<file path="src/hw/ulms_pkg.sv">
/* Constants for the UART line and modem status core: register offsets,
   field positions, reset values and counts of 16x baud clock ticks.
   Assumes an 8-bit register port selected by three address lines. */
// Notes on behaviour
// - Parity error flag reflects the received character at the receive head.
// - Framing error flag marks a missing stop bit on the head character.
// - Line low a whole character sets break and loads one zero character.
// - Holding empty flag shows empty transmit store; full store refuses writes.
// - Transmitter empty only when holding store and shift register are empty.
// - FIFO error summary set by a parity, framing or break word entering the FIFO, cleared by status read.
// - Modem change flags set on input change, all cleared by modem read.
// - Changes of clear-to-send, set-ready and carrier land in bits 0, 1, 3.
// - Ring change flag sets only when the ring pin rises.
// - Upper modem bits show inverted inputs, or control bits in loop-back.
// - Any set modem change flag raises the modem interrupt condition.
// - Eight-bit scratch register is freely writable and readable.
// - Reset clears control registers; interrupt source reads 0x01.
// - Reset gives line status 0x60, clear change flags, live upper bits.
// - Transmission starts 8 to 24 ticks after the first empty interrupt clears.
// - Holding empty interrupt comes 16 to 24 ticks after the first write.
// - Clock divided by a 16-bit divisor gives the 16x baud tick.
// - Data ready set while received data waits, clear when none remains.
// - Overrun when a character completes with no room; that character drops.
package ulms_pkg;
    localparam logic [2:0] ADR_HOLD = 3'h0;
    localparam logic [2:0] ADR_IRQ_EN = 3'h1;
    localparam logic [2:0] ADR_IRQ_SRC = 3'h2;
    localparam logic [2:0] ADR_LINE_FMT = 3'h3;
    localparam logic [2:0] ADR_MODEM_CTL = 3'h4;
    localparam logic [2:0] ADR_LINE_STATUS = 3'h5;
    localparam logic [2:0] ADR_MODEM_STATUS = 3'h6;
    localparam logic [2:0] ADR_SCRATCH = 3'h7;
    localparam int LF_DLAB = 7;
    localparam int LF_BREAK = 6;
    localparam int LF_STICK = 5;
    localparam int LF_EVEN = 4;
    localparam int LF_PAR_EN = 3;
    localparam int LF_STOP = 2;
    localparam int MC_LOOP = 4;
    localparam int MC_OUT2 = 3;
    localparam int MC_OUT1 = 2;
    localparam int MC_RTS = 1;
    localparam int MC_DTR = 0;
    localparam int IE_MODEM = 3;
    localparam int IE_LINE = 2;
    localparam int IE_THRE = 1;
    localparam int IE_RX = 0;
    localparam int FC_EN = 0;
    localparam int FC_RXCLR = 1;
    localparam int FC_TXCLR = 2;
    localparam logic [7:0] LINE_FMT_RST = 8'h00;
    localparam logic [4:0] MODEM_CTL_RST = 5'h00;
    localparam logic [3:0] IRQ_EN_RST = 4'h0;
    localparam logic [15:0] DIVISOR_RST = 16'h0001;
    localparam logic [7:0] SCRATCH_RST = 8'h00;
    localparam logic [18:0] SYNC_RST = 19'h7FFFF;
    localparam logic [4:0] FIFO_DEPTH = 5'h10;
    localparam logic [4:0] TRIG_LVL0 = 5'h01;
    localparam logic [4:0] TRIG_LVL1 = 5'h04;
    localparam logic [4:0] TRIG_LVL2 = 5'h08;
    localparam logic [4:0] TRIG_LVL3 = 5'h0E;
    localparam logic [5:0] BIT_TICKS = 6'h10;
    localparam logic [5:0] STOP15_TICKS = 6'h18;
    localparam logic [5:0] STOP2_TICKS = 6'h20;
    localparam logic [5:0] TX_START_TICKS = 6'h10;
    localparam logic [3:0] RX_MID_TICK = 4'h7;
    localparam logic [3:0] RX_LAST_TICK = 4'hF;
    localparam logic [1:0] ID_LINE = 2'h3;
    localparam logic [1:0] ID_RXDATA = 2'h2;
    localparam logic [1:0] ID_THRE = 2'h1;
    localparam logic [1:0] ID_MODEM = 2'h0;
    typedef enum logic [2:0] {
        ST_IDLE = 3'b000,
        ST_WAIT = 3'b001,
        ST_START = 3'b010,
        ST_DATA = 3'b011,
        ST_PAR = 3'b100,
        ST_STOP = 3'b101
    } ulms_state_t;
endpackage : ulms_pkg

</file>
<file path="src/hw/ulms_core.sv">
/* UART core with line status, modem status, scratch, transmitter,
   receiver, 16-entry FIFOs and prioritised interrupt source.
   Assumes the register port, serial input and modem pins are asynchronous
   to i_mclk and are held for several clock periods per access. */
`timescale 1ns/100ps
`default_nettype none
module ulms_core
    import ulms_pkg::*;
(
    input wire logic i_mclk,
    input wire logic i_arst_n,
    input wire logic i_cs_n,
    input wire logic i_rd_n,
    input wire logic i_wr_n,
    input wire logic [2:0] i_addr,
    input wire logic [7:0] i_d,
    output logic [7:0] o_d,
    output logic o_d_oe,
    input wire logic i_rx,
    input wire logic i_cts_n,
    input wire logic i_dsr_n,
    input wire logic i_ri_n,
    input wire logic i_cd_n,
    output logic o_tx,
    output logic o_rts_n,
    output logic o_dtr_n,
    output logic o_user_output_one_n,
    output logic o_user_output_two_n,
    output logic o_int,
    output logic o_int_oe
);

    function automatic logic par_bit(input logic [7:0] d, input logic [7:0] lf);
        logic [7:0] m;
        m = d & (8'hFF >> (2'd3 - lf[1:0]));
        par_bit = lf[LF_STICK] ? !lf[LF_EVEN] : ((^m) ^ !lf[LF_EVEN]);
    endfunction : par_bit

    ////////////////////////////////////////////////////////////////////////
    // Pins pass two flops; a third stage feeds the edge detectors and the write address and data.
    logic [18:0] s1_r, s2_r, s3_r;
    always_ff @(posedge i_mclk or negedge i_arst_n) begin
        if (!i_arst_n) begin
            s1_r <= SYNC_RST;
            s2_r <= SYNC_RST;
            s3_r <= SYNC_RST;
        end else begin
            s1_r <= {i_cs_n, i_rd_n, i_wr_n, i_addr, i_d, i_rx, i_cts_n, i_dsr_n, i_ri_n, i_cd_n};
            s2_r <= s1_r;
            s3_r <= s2_r;
        end
    end

    // Writes commit at the strobe's rising edge, using data held while low.
    wire rd_go = !s2_r[18] && !s2_r[17] && s3_r[17];
    wire wr_go = s2_r[16] && !s3_r[16] && !s3_r[18];
    wire [2:0] r_a = s2_r[15:13];
    wire [2:0] w_a = s3_r[15:13];
    wire [7:0] w_d = s3_r[12:5];
    wire rx_pin = s2_r[4];

    logic [3:0] ie_r;
    logic [7:0] lf_r;
    logic [4:0] mc_r;
    logic fen_r;
    logic [1:0] trig_r;
    logic [7:0] scr_r;
    logic [15:0] div_r;
    wire dlab = lf_r[LF_DLAB];
    wire loop = mc_r[MC_LOOP];
    wire wr_thr = wr_go && w_a == ADR_HOLD && !dlab;
    wire wr_ier = wr_go && w_a == ADR_IRQ_EN && !dlab;
    wire wr_fcr = wr_go && w_a == ADR_IRQ_SRC;
    wire clr_rx = wr_fcr && w_d[FC_RXCLR];
    wire clr_tx = wr_fcr && w_d[FC_TXCLR];
    wire [4:0] lim = fen_r ? FIFO_DEPTH : 5'h01;

    always_ff @(posedge i_mclk or negedge i_arst_n) begin
        if (!i_arst_n) begin
            ie_r <= IRQ_EN_RST;
            lf_r <= LINE_FMT_RST;
            mc_r <= MODEM_CTL_RST;
            fen_r <= 1'b0;
            trig_r <= 2'h0;
            scr_r <= SCRATCH_RST;
            div_r <= DIVISOR_RST;
        end else if (wr_go) begin
            if (w_a == ADR_HOLD && dlab) div_r[7:0] <= w_d;
            if (w_a == ADR_IRQ_EN && dlab) div_r[15:8] <= w_d;
            if (wr_ier) ie_r <= w_d[3:0];
            if (wr_fcr) fen_r <= w_d[FC_EN];
            if (wr_fcr) trig_r <= w_d[7:6];
            if (w_a == ADR_LINE_FMT) lf_r <= w_d;
            if (w_a == ADR_MODEM_CTL) mc_r <= w_d[4:0];
            // Nothing reads the scratch byte except the read mux.
            if (w_a == ADR_SCRATCH) scr_r <= w_d;
        end
    end

    ////////////////////////////////////////////////////////////////////////
    logic [15:0] baud_r;
    wire tick = baud_r == div_r - 16'h0001;
    always_ff @(posedge i_mclk or negedge i_arst_n) begin
        if (!i_arst_n) baud_r <= 16'h0000;
        else baud_r <= tick ? 16'h0000 : baud_r + 16'h0001;
    end
    wire [2:0] last_bit = {1'b0, lf_r[1:0]} + 3'h4;
    wire [5:0] stop_len = !lf_r[LF_STOP] ? BIT_TICKS :
                          (lf_r[1:0] == 2'b00 ? STOP15_TICKS : STOP2_TICKS);

    ////////////////////////////////////////////////////////////////////////
    // Transmit store and shifter.
    logic [7:0] txq [16];
    logic [3:0] tx_wp_r, tx_rp_r;
    logic [4:0] tx_cnt_r;
    ulms_state_t tst_r;
    logic [5:0] tcnt_r;
    logic [2:0] tbit_r;
    logic [7:0] tsh_r;
    logic tpar_r, thre_int_r;
    wire tx_full = tx_cnt_r >= lim;
    wire tx_acc = wr_thr && !tx_full;
    wire tx_have = tx_cnt_r != 5'h00;
    wire [5:0] t_len = tst_r == ST_WAIT ? TX_START_TICKS :
                       (tst_r == ST_STOP ? stop_len : BIT_TICKS);
    wire t_end = tick && tcnt_r == t_len - 6'h01;
    // A store cleared during the start wait must not pop an empty slot.
    wire tx_pop = t_end && tx_have && (tst_r == ST_WAIT || tst_r == ST_STOP);
    wire tline = !lf_r[LF_BREAK] && (tst_r == ST_START ? 1'b0 :
                 tst_r == ST_DATA ? tsh_r[0] : tst_r == ST_PAR ? tpar_r : 1'b1);

    always_ff @(posedge i_mclk) begin
        if (tx_acc) txq[tx_wp_r] <= w_d;
    end
    always_ff @(posedge i_mclk or negedge i_arst_n) begin
        if (!i_arst_n) begin
            tx_wp_r <= 4'h0;
            tx_rp_r <= 4'h0;
            tx_cnt_r <= 5'h00;
        end else if (clr_tx) begin
            tx_wp_r <= 4'h0;
            tx_rp_r <= 4'h0;
            tx_cnt_r <= 5'h00;
        end else begin
            tx_wp_r <= tx_wp_r + {3'h0, tx_acc};
            tx_rp_r <= tx_rp_r + {3'h0, tx_pop};
            tx_cnt_r <= tx_cnt_r + {4'h0, tx_acc} - {4'h0, tx_pop};
        end
    end

    // The first character waits TX_START_TICKS before its start bit, so the
    // empty interrupt and the start bit fall inside their allowed windows.
    always_ff @(posedge i_mclk or negedge i_arst_n) begin
        if (!i_arst_n) begin
            tst_r <= ST_IDLE;
            tcnt_r <= 6'h00;
            tbit_r <= 3'h0;
            tsh_r <= 8'h00;
            tpar_r <= 1'b0;
        end else begin
            if (tst_r == ST_IDLE || t_end) tcnt_r <= 6'h00;
            else if (tick) tcnt_r <= tcnt_r + 6'h01;
            if (tx_pop) tsh_r <= txq[tx_rp_r];
            if (tx_pop) tpar_r <= par_bit(txq[tx_rp_r], lf_r);
            unique case (tst_r)
                ST_IDLE: if (tx_have) tst_r <= ST_WAIT;
                ST_WAIT: if (t_end) tst_r <= tx_have ? ST_START : ST_IDLE;
                ST_START: if (t_end) begin
                    tst_r <= ST_DATA;
                    tbit_r <= 3'h0;
                end
                ST_DATA: if (t_end) begin
                    tsh_r <= tsh_r >> 1;
                    tbit_r <= tbit_r + 3'h1;
                    if (tbit_r == last_bit) tst_r <= lf_r[LF_PAR_EN] ? ST_PAR : ST_STOP;
                end
                ST_PAR: if (t_end) tst_r <= ST_STOP;
                ST_STOP: if (t_end) tst_r <= tx_have ? ST_START : ST_IDLE;
                default: tst_r <= ST_IDLE;
            endcase
        end
    end

    ////////////////////////////////////////////////////////////////////////
    // Receiver: samples mid-bit, 16 ticks apart after a verified start bit.
    ulms_state_t rst_r;
    logic [3:0] rcnt_r;
    logic [2:0] rbit_r;
    logic [7:0] rsh_r;
    logic rpe_r, rzero_r;
    wire rx_in = loop ? tline : rx_pin;
    wire r_mid = rst_r == ST_START && tick && rcnt_r == RX_MID_TICK;
    wire r_smp = tick && rcnt_r == RX_LAST_TICK;
    wire [7:0] rx_data = rsh_r >> (2'd3 - lf_r[1:0]);
    wire rx_brk = rzero_r && !rx_in;
    wire rx_push = r_smp && rst_r == ST_STOP;
    // A break already has all-zero data, so the word needs no forcing.
    wire [10:0] rx_word = {rx_brk, !rx_in, rpe_r, rx_data};

    always_ff @(posedge i_mclk or negedge i_arst_n) begin
        if (!i_arst_n) begin
            rst_r <= ST_IDLE;
            rcnt_r <= 4'h0;
            rbit_r <= 3'h0;
            rsh_r <= 8'h00;
            rpe_r <= 1'b0;
            rzero_r <= 1'b0;
        end else begin
            rcnt_r <= (rst_r == ST_IDLE || r_mid) ? 4'h0 : rcnt_r + {3'h0, tick};
            unique case (rst_r)
                ST_IDLE: if (!rx_in) rst_r <= ST_START;
                ST_START: if (r_mid) begin
                    rst_r <= rx_in ? ST_IDLE : ST_DATA;
                    rbit_r <= 3'h0;
                    rpe_r <= 1'b0;
                    rzero_r <= 1'b1;
                end
                ST_DATA: if (r_smp) begin
                    rsh_r <= {rx_in, rsh_r[7:1]};
                    rzero_r <= rzero_r && !rx_in;
                    rbit_r <= rbit_r + 3'h1;
                    if (rbit_r == last_bit) rst_r <= lf_r[LF_PAR_EN] ? ST_PAR : ST_STOP;
                end
                ST_PAR: if (r_smp) begin
                    rpe_r <= rx_in != par_bit(rx_data, lf_r);
                    rzero_r <= rzero_r && !rx_in;
                    rst_r <= ST_STOP;
                end
                // After a break, wait for the line to rise so only one word loads.
                ST_STOP: if (r_smp) rst_r <= rx_brk ? ST_WAIT : ST_IDLE;
                ST_WAIT: if (rx_in) rst_r <= ST_IDLE;
                default: rst_r <= ST_IDLE;
            endcase
        end
    end

    ////////////////////////////////////////////////////////////////////////
    // Two-entry buffer ahead of the receive FIFO; its ready counts FIFO room
    // so overrun still happens exactly when the FIFO has no space.
    logic [10:0] bq [2];
    logic bh_r;
    logic [1:0] bcnt_r;
    logic [10:0] rq [16];
    logic [3:0] rx_wp_r, rx_rp_r;
    logic [4:0] rf_cnt_r;
    wire in_ready = bcnt_r != 2'h2 &&
                    ({1'b0, rf_cnt_r} + {4'h0, bcnt_r}) < {1'b0, lim};
    wire rx_acc = rx_push && in_ready;
    wire ovr = rx_push && !in_ready;
    wire [10:0] b_head = bq[bh_r];
    wire move = bcnt_r != 2'h0 && rf_cnt_r < lim && !clr_rx;
    wire rd_rhr = rd_go && r_a == ADR_HOLD && !dlab;
    wire rx_pop = rd_rhr && rf_cnt_r != 5'h00;

    always_ff @(posedge i_mclk) begin
        if (rx_acc) bq[bh_r ^ bcnt_r[0]] <= rx_word;
        if (move) rq[rx_wp_r] <= b_head;
    end
    always_ff @(posedge i_mclk or negedge i_arst_n) begin
        if (!i_arst_n) begin
            bh_r <= 1'b0;
            bcnt_r <= 2'h0;
            rx_wp_r <= 4'h0;
            rx_rp_r <= 4'h0;
            rf_cnt_r <= 5'h00;
        end else if (clr_rx) begin
            bh_r <= 1'b0;
            bcnt_r <= 2'h0;
            rx_wp_r <= 4'h0;
            rx_rp_r <= 4'h0;
            rf_cnt_r <= 5'h00;
        end else begin
            bh_r <= bh_r ^ move;
            bcnt_r <= bcnt_r + {1'b0, rx_acc} - {1'b0, move};
            rx_wp_r <= rx_wp_r + {3'h0, move};
            rx_rp_r <= rx_rp_r + {3'h0, rx_pop};
            rf_cnt_r <= rf_cnt_r + {4'h0, move} - {4'h0, rx_pop};
        end
    end

    ////////////////////////////////////////////////////////////////////////
    // Line status. Head flags are caught once per character reaching the head.
    logic oe_r, pe_r, fe_r, bi_r, e7_r, hseen_r;
    wire [10:0] rx_head = rq[rx_rp_r];
    wire hset = rf_cnt_r != 5'h00 && !hseen_r;
    wire rd_lsr = rd_go && r_a == ADR_LINE_STATUS;
    wire e7_set = move && fen_r && (|b_head[10:8]);
    wire dr = rf_cnt_r != 5'h00;
    wire thre = tx_cnt_r == 5'h00;
    wire temt = thre && tst_r == ST_IDLE;
    wire [7:0] lsr_val = {e7_r, temt, thre, bi_r, fe_r, pe_r, oe_r, dr};

    always_ff @(posedge i_mclk or negedge i_arst_n) begin
        if (!i_arst_n) begin
            oe_r <= 1'b0;
            pe_r <= 1'b0;
            fe_r <= 1'b0;
            bi_r <= 1'b0;
            e7_r <= 1'b0;
            hseen_r <= 1'b0;
        end else begin
            hseen_r <= !(rx_pop || clr_rx) && (hseen_r || hset);
            oe_r <= ovr || (oe_r && !rd_lsr);
            pe_r <= (hset && rx_head[8]) || (pe_r && !rd_lsr);
            fe_r <= (hset && rx_head[9]) || (fe_r && !rd_lsr);
            bi_r <= (hset && rx_head[10]) || (bi_r && !rd_lsr);
            e7_r <= e7_set || (e7_r && !rd_lsr && !clr_rx);
        end
    end

    ////////////////////////////////////////////////////////////////////////
    // Modem status: mst_r holds the upper bits, delta_r the change flags.
    logic [3:0] mst_r, delta_r;
    logic mvalid_r;
    wire [3:0] mst_now = loop ? {mc_r[MC_OUT2], mc_r[MC_OUT1], mc_r[MC_DTR], mc_r[MC_RTS]}
                              : ~{s2_r[0], s2_r[1], s2_r[2], s2_r[3]};
    wire [3:0] mchg = mst_r ^ mst_now;
    wire [3:0] dset = {4{mvalid_r}} & {mchg[3], mst_r[2] & !mst_now[2], mchg[1:0]};
    wire rd_msr = rd_go && r_a == ADR_MODEM_STATUS;
    always_ff @(posedge i_mclk or negedge i_arst_n) begin
        if (!i_arst_n) begin
            mst_r <= 4'h0;
            delta_r <= 4'h0;
            mvalid_r <= 1'b0;
        end else begin
            mst_r <= mst_now;
            mvalid_r <= 1'b1;
            delta_r <= dset | (delta_r & {4{!rd_msr}});
        end
    end

    ////////////////////////////////////////////////////////////////////////
    // Interrupt source, highest priority first.
    wire [4:0] trig = trig_r == 2'h0 ? TRIG_LVL0 : trig_r == 2'h1 ? TRIG_LVL1 :
                      trig_r == 2'h2 ? TRIG_LVL2 : TRIG_LVL3;
    wire ls_int = ie_r[IE_LINE] && (oe_r || pe_r || fe_r || bi_r);
    wire rx_int = ie_r[IE_RX] && (fen_r ? rf_cnt_r >= trig : dr);
    wire tx_int = ie_r[IE_THRE] && thre_int_r;
    wire ms_int = ie_r[IE_MODEM] && (|delta_r);
    wire pend = ls_int || rx_int || tx_int || ms_int;
    wire [1:0] id = ls_int ? ID_LINE : rx_int ? ID_RXDATA : tx_int ? ID_THRE : ID_MODEM;
    wire [7:0] isr_val = {fen_r, fen_r, 3'h0, id, !pend};
    wire rd_isr_tx = rd_go && r_a == ADR_IRQ_SRC && pend && id == ID_THRE;
    wire thre_set = (tx_pop && tx_cnt_r == 5'h01 && !tx_acc) ||
                    (wr_ier && w_d[IE_THRE] && thre);
    always_ff @(posedge i_mclk or negedge i_arst_n) begin
        if (!i_arst_n) thre_int_r <= 1'b0;
        else thre_int_r <= thre_set || (thre_int_r && !tx_acc && !rd_isr_tx);
    end

    ////////////////////////////////////////////////////////////////////////
    wire [7:0] rmap [8];
    assign rmap[0] = dlab ? div_r[7:0] : rx_head[7:0];
    assign rmap[1] = dlab ? div_r[15:8] : {4'h0, ie_r};
    assign rmap[2] = isr_val;
    assign rmap[3] = lf_r;
    assign rmap[4] = {3'h0, mc_r};
    assign rmap[5] = lsr_val;
    assign rmap[6] = {mst_r, delta_r};
    assign rmap[7] = scr_r;

    always_ff @(posedge i_mclk or negedge i_arst_n) begin
        if (!i_arst_n) begin
            o_d <= 8'h00;
            o_d_oe <= 1'b0;
            o_tx <= 1'b1;
            o_rts_n <= 1'b1;
            o_dtr_n <= 1'b1;
            o_user_output_one_n <= 1'b1;
            o_user_output_two_n <= 1'b1;
            o_int <= 1'b0;
            o_int_oe <= 1'b0;
        end else begin
            if (rd_go) o_d <= rmap[r_a];
            o_d_oe <= !s2_r[18] && !s2_r[17];
            o_tx <= loop || tline;
            o_rts_n <= loop || !mc_r[MC_RTS];
            o_dtr_n <= loop || !mc_r[MC_DTR];
            o_user_output_one_n <= loop || !mc_r[MC_OUT1];
            o_user_output_two_n <= loop || !mc_r[MC_OUT2];
            o_int <= pend;
            o_int_oe <= mc_r[MC_OUT2];
        end
    end

    ////////////////////////////////////////////////////////////////////////
    logic [5:0] hk_r;
    always_ff @(posedge i_mclk or negedge i_arst_n) begin
        if (!i_arst_n) hk_r <= 6'h00;
        else hk_r <= tst_r == ST_WAIT ? hk_r + {5'h00, tick} : 6'h00;
    end
endmodule : ulms_core
`default_nettype wire

</file>
<file path="config.mk">
export PLATFORM = sky130hd
export DESIGN_NAME = ulms_core
export DESIGN_NICKNAME = d
export VERILOG_FILES = /design/src/hw/ulms_pkg.sv /design/src/hw/ulms_core.sv
export SDC_FILE = /design/constraint.sdc
export NUM_CORES = 1
export LEC_CHECK = 0
export BUFFER_PORTS_ARGS = -buffer_cell sky130_fd_sc_hd__buf_2
export CAP_MARGIN = 20
export CORE_MARGIN = 2
export CORE_UTILIZATION = 45
export CTS_CLUSTER_SIZE = 25
export DETAILED_ROUTE_END_ITERATION = 8
export PLACE_DENSITY = 0.69
export SLEW_MARGIN = 0
export SYNTH_ARGS = -nofsm -noshare
export SYNTH_HDL_FRONTEND = slang
export SYNTH_SLANG_ARGS = --single-unit
</file>
<file path="constraint.sdc">
create_clock -name i_mclk -period 6.2 [get_ports i_mclk]
set_input_delay 0.31 -clock i_mclk [delete_from_list [all_inputs] [get_ports i_mclk]]
set_output_delay 0.31 -clock i_mclk [all_outputs]
set_load 0.02 [all_outputs]
</file>
==> impl_results.md <==
- Syn nets: 1578
- CP Launch Type: flop
- Synthesized area: 0.0232 sq mm
- Synth warn: 0
- Die Footprint: 0.0533 sq mm
- Min-Delay Path Class: in2async
- Max_slew headroom: 27.0%
- Detail Route Antenna Nets: 0
- Setup Skew: 0.0361 ns
- Root buf cell: clkbuf_16
- # resized after CTS: 0
- Largest area contributor in the synthesized netlist: edfxtp_1
- Dpl ws: 1.30 ns
- Postcts setup bufs: 0
- DP Wirelength: 33600 um
- Count of final hold-check violations: 0
- Synthesized area per cell: 15.4 sq um
- VDD IR max: 0.216 mV
- Most common cell in the netlist: edfxtp_1
- Crit path DAT: 5.34 ns
- Total GRT Usage: 19.6%
- Unrepaired setup endpoints after global routing: no
- H-tree levels: 2
- Crit-path max FO: 6
- Slew Viols, Final: 0
- Worst Tran Pin Value: 1.10 ns
- Post-synth EDFFs: 326
- Pleak: 9.09 nW
- Final setup violation count: 0
- Starting DRC count in detailed routing: 1061
- Vias in the first global route: 13200
- Wirelength per Cell: 22.2 um
- Drt pass-1 iters: 5
- Unique cell type count in the Yosys netlist: 74
- Period minus WS final: 4.86 ns
- Die Width: 231 um
- Power density cells: 305 mW/mm^2
- Ratio of final minimum period to clock period: 78.4%
- Req. time, crit path: 6.68 ns
- Worst setup margin: 1.34 ns
- FF+latch count, synth: 540
- I/O Buffers: 36
- Initial antenna violation count: 0
- # fillers: 4172
- TritonCTS clock tree: yes
- Gate count of the mapped netlist: 1508
- Via count: 13000
- Crit end category: flop
- Global route total overflow: 0
- Core area: 0.0511 sq mm
- Sequential share of the synthesized area: 65.6%
- Routed vias/inst: 5.64
- Clk_lat worst skew: 0.63 ns
- Top FF cell, synth: edfxtp_1
- Setup TNS: 0 ns
- Antenna fix cells: 0
- CTS buffer count: 56
- Area delta synth->final: 13.1%
- CP Class: reg2reg
- Largest net degree at the start of global routing: 181
- Clock Tree Buf Depth: 3
- Area of the multi-input gates: 0.00750 sq mm
- Post-cts hold buffer count: 20
- Top post-synthesis cells by area: edfxtp_1 42%, dfrtp_1 17%, mux4_2 8.4%
- First-pass GRT wire length: 79300 um
- Max_cap viols: 0
- Number of core rows: 83
- Synth top cells by count: 326 x edfxtp_1, 156 x dfrtp_1, 112 x nor2_1
- Hold_ws: 0.151 ns
- Die Ht: 231 um
- Fraction of layout cells with a size suffix above 1: 22.5%
- DRC errors left: 0
- Io pins: 37
- Clock transition at the registers of the reported paths: 0.07 ns
- Status: complete, no violations
- WL final: 51300 um
- FF/Latch Area: 0.0152 sq mm
- # clock sinks: 540
- Initial Util: 45.4%
- Async SR Flop Fraction: 39.6%
- Yosys top cell area share: 42.2%
- Final net count: 1653
- Placer Congestion: 0.871
- Max Fclk: 206 MHz
[cells in the final DEF (no fill, tap or decap), types with 46 or more instances in the layout]
cell type / instances
nand2_1: 81
mux2_2: 57
a21oi_1: 53
xnor2_1: 48
dfrtp_1: 153
dfstp_2: 58
nor2_1: 112
mux4_2: 86
clkbuf_16: 57
ha_1: 46
edfxtp_1: 326
[stage by stage]
step	area [sq um]	instances	util, %	total power, W
global route	26200	2311	51.3	0.00830
finish	26200	2311	51.3	0.00800
floorplan	23200	1508	-	0.00449
detailed placement	24200	2185	47.3	0.00471
CTS	26200	2311	51.3	0.00806
global placement	24200	2184	47.3	0.00469
[cell families after synthesis]
| logic type | synth area share, % |
|---|---|
| AO/OA/AOI/OAI | 4.54 |
| XOR/XNOR | 3.42 |
| adder cells (fa/ha/maj) | 2.74 |
| buffers and inverters | 2.06 |
| flip-flops | 65.6 |
| multiplexers | 14.1 |
| other | 0.0162 |
| AND/OR/NAND/NOR | 7.49 |
[flip-flops by register name, indices dropped and copies added, names as in the netlist, 14 cells and up]
name	flops
s1_r	19
baud_r	16
s2_r	19
txq	128
s3_r	14
rq	176
div_r	16
bq	22
[layout make-up]
| type | instances | area share (%) |
|---|---|---|
| sequential | 540 | 58.1 |
| inverter | 42 | 0.601 |
| tap | 680 | 3.25 |
| timing repair buffer | 86 | 2.40 |
| multi-input combinational | 857 | 28.6 |
| clock inverter | 37 | 1.40 |
| clock buffer | 69 | 5.69 |
[worst paths after layout]
kind | start | endpoint | slack, ns | depth (start not counted)
max | div_r[0]$_DFFE_PN1P_ | tx_cnt_r[4]$_DFF_PN0_ | 1.34 | 19
min | i_arst_n | baud_r[13]$_DFF_PN0_ | 0.15 | 2
max reg2reg | div_r[0]$_DFFE_PN1P_ | tx_cnt_r[4]$_DFF_PN0_ | 1.34 | 19
min reg2reg | s1_r[6]$_DFF_PN1_ | s2_r[6]$_DFF_PN1_ | 0.32 | 0
max in group asynchronous | i_arst_n | tx_rp_r[0]$_DFF_PN0_ | 4.68 | 3
min in group i_mclk | s1_r[6]$_DFF_PN1_ | s2_r[6]$_DFF_PN1_ | 0.32 | 0
[metal layers]
layer  vias to the layer above  track usage, %  wire length (um)
li1                       5819               -                 -
met3                       111            3.33              2810
met5                         -               0                 0
met2                       412            31.8             24900
met1                      6684            26.4             21500
met4                         0            8.10              2050
[critical path, cell delays in order, from the launching register on]
cell and delay (ns):
dfstp_2 0.59, inv_1 0.06, ha_1 0.24, nor4b_1 0.17, or3_1 0.32, a2111oi_0 0.41
nor3_1 0.17, nor4_2 0.73, nand3_1 0.30, nor2_1 0.36, ha_1 0.29, inv_1 0.05
ha_1 0.15, inv_1 0.05, fa_1 0.40, nor2_1 0.12, nor2_1 0.04, nor2_1 0.11
or3_1 0.12, a21oi_1 0.06
[power breakdown]
part / leakage, nW / total [W] / switching, W / internal [W]
registers: 5.07 / 0.00408 / 0.000150 / 0.00393
logic: 3.12 / 0.000572 / 0.000320 / 0.000252
clock network: 0.898 / 0.00335 / 0.00142 / 0.00193
total: 9.09 / 0.00800 / 0.00189 / 0.00611
(Power assumes the default switching activity.)
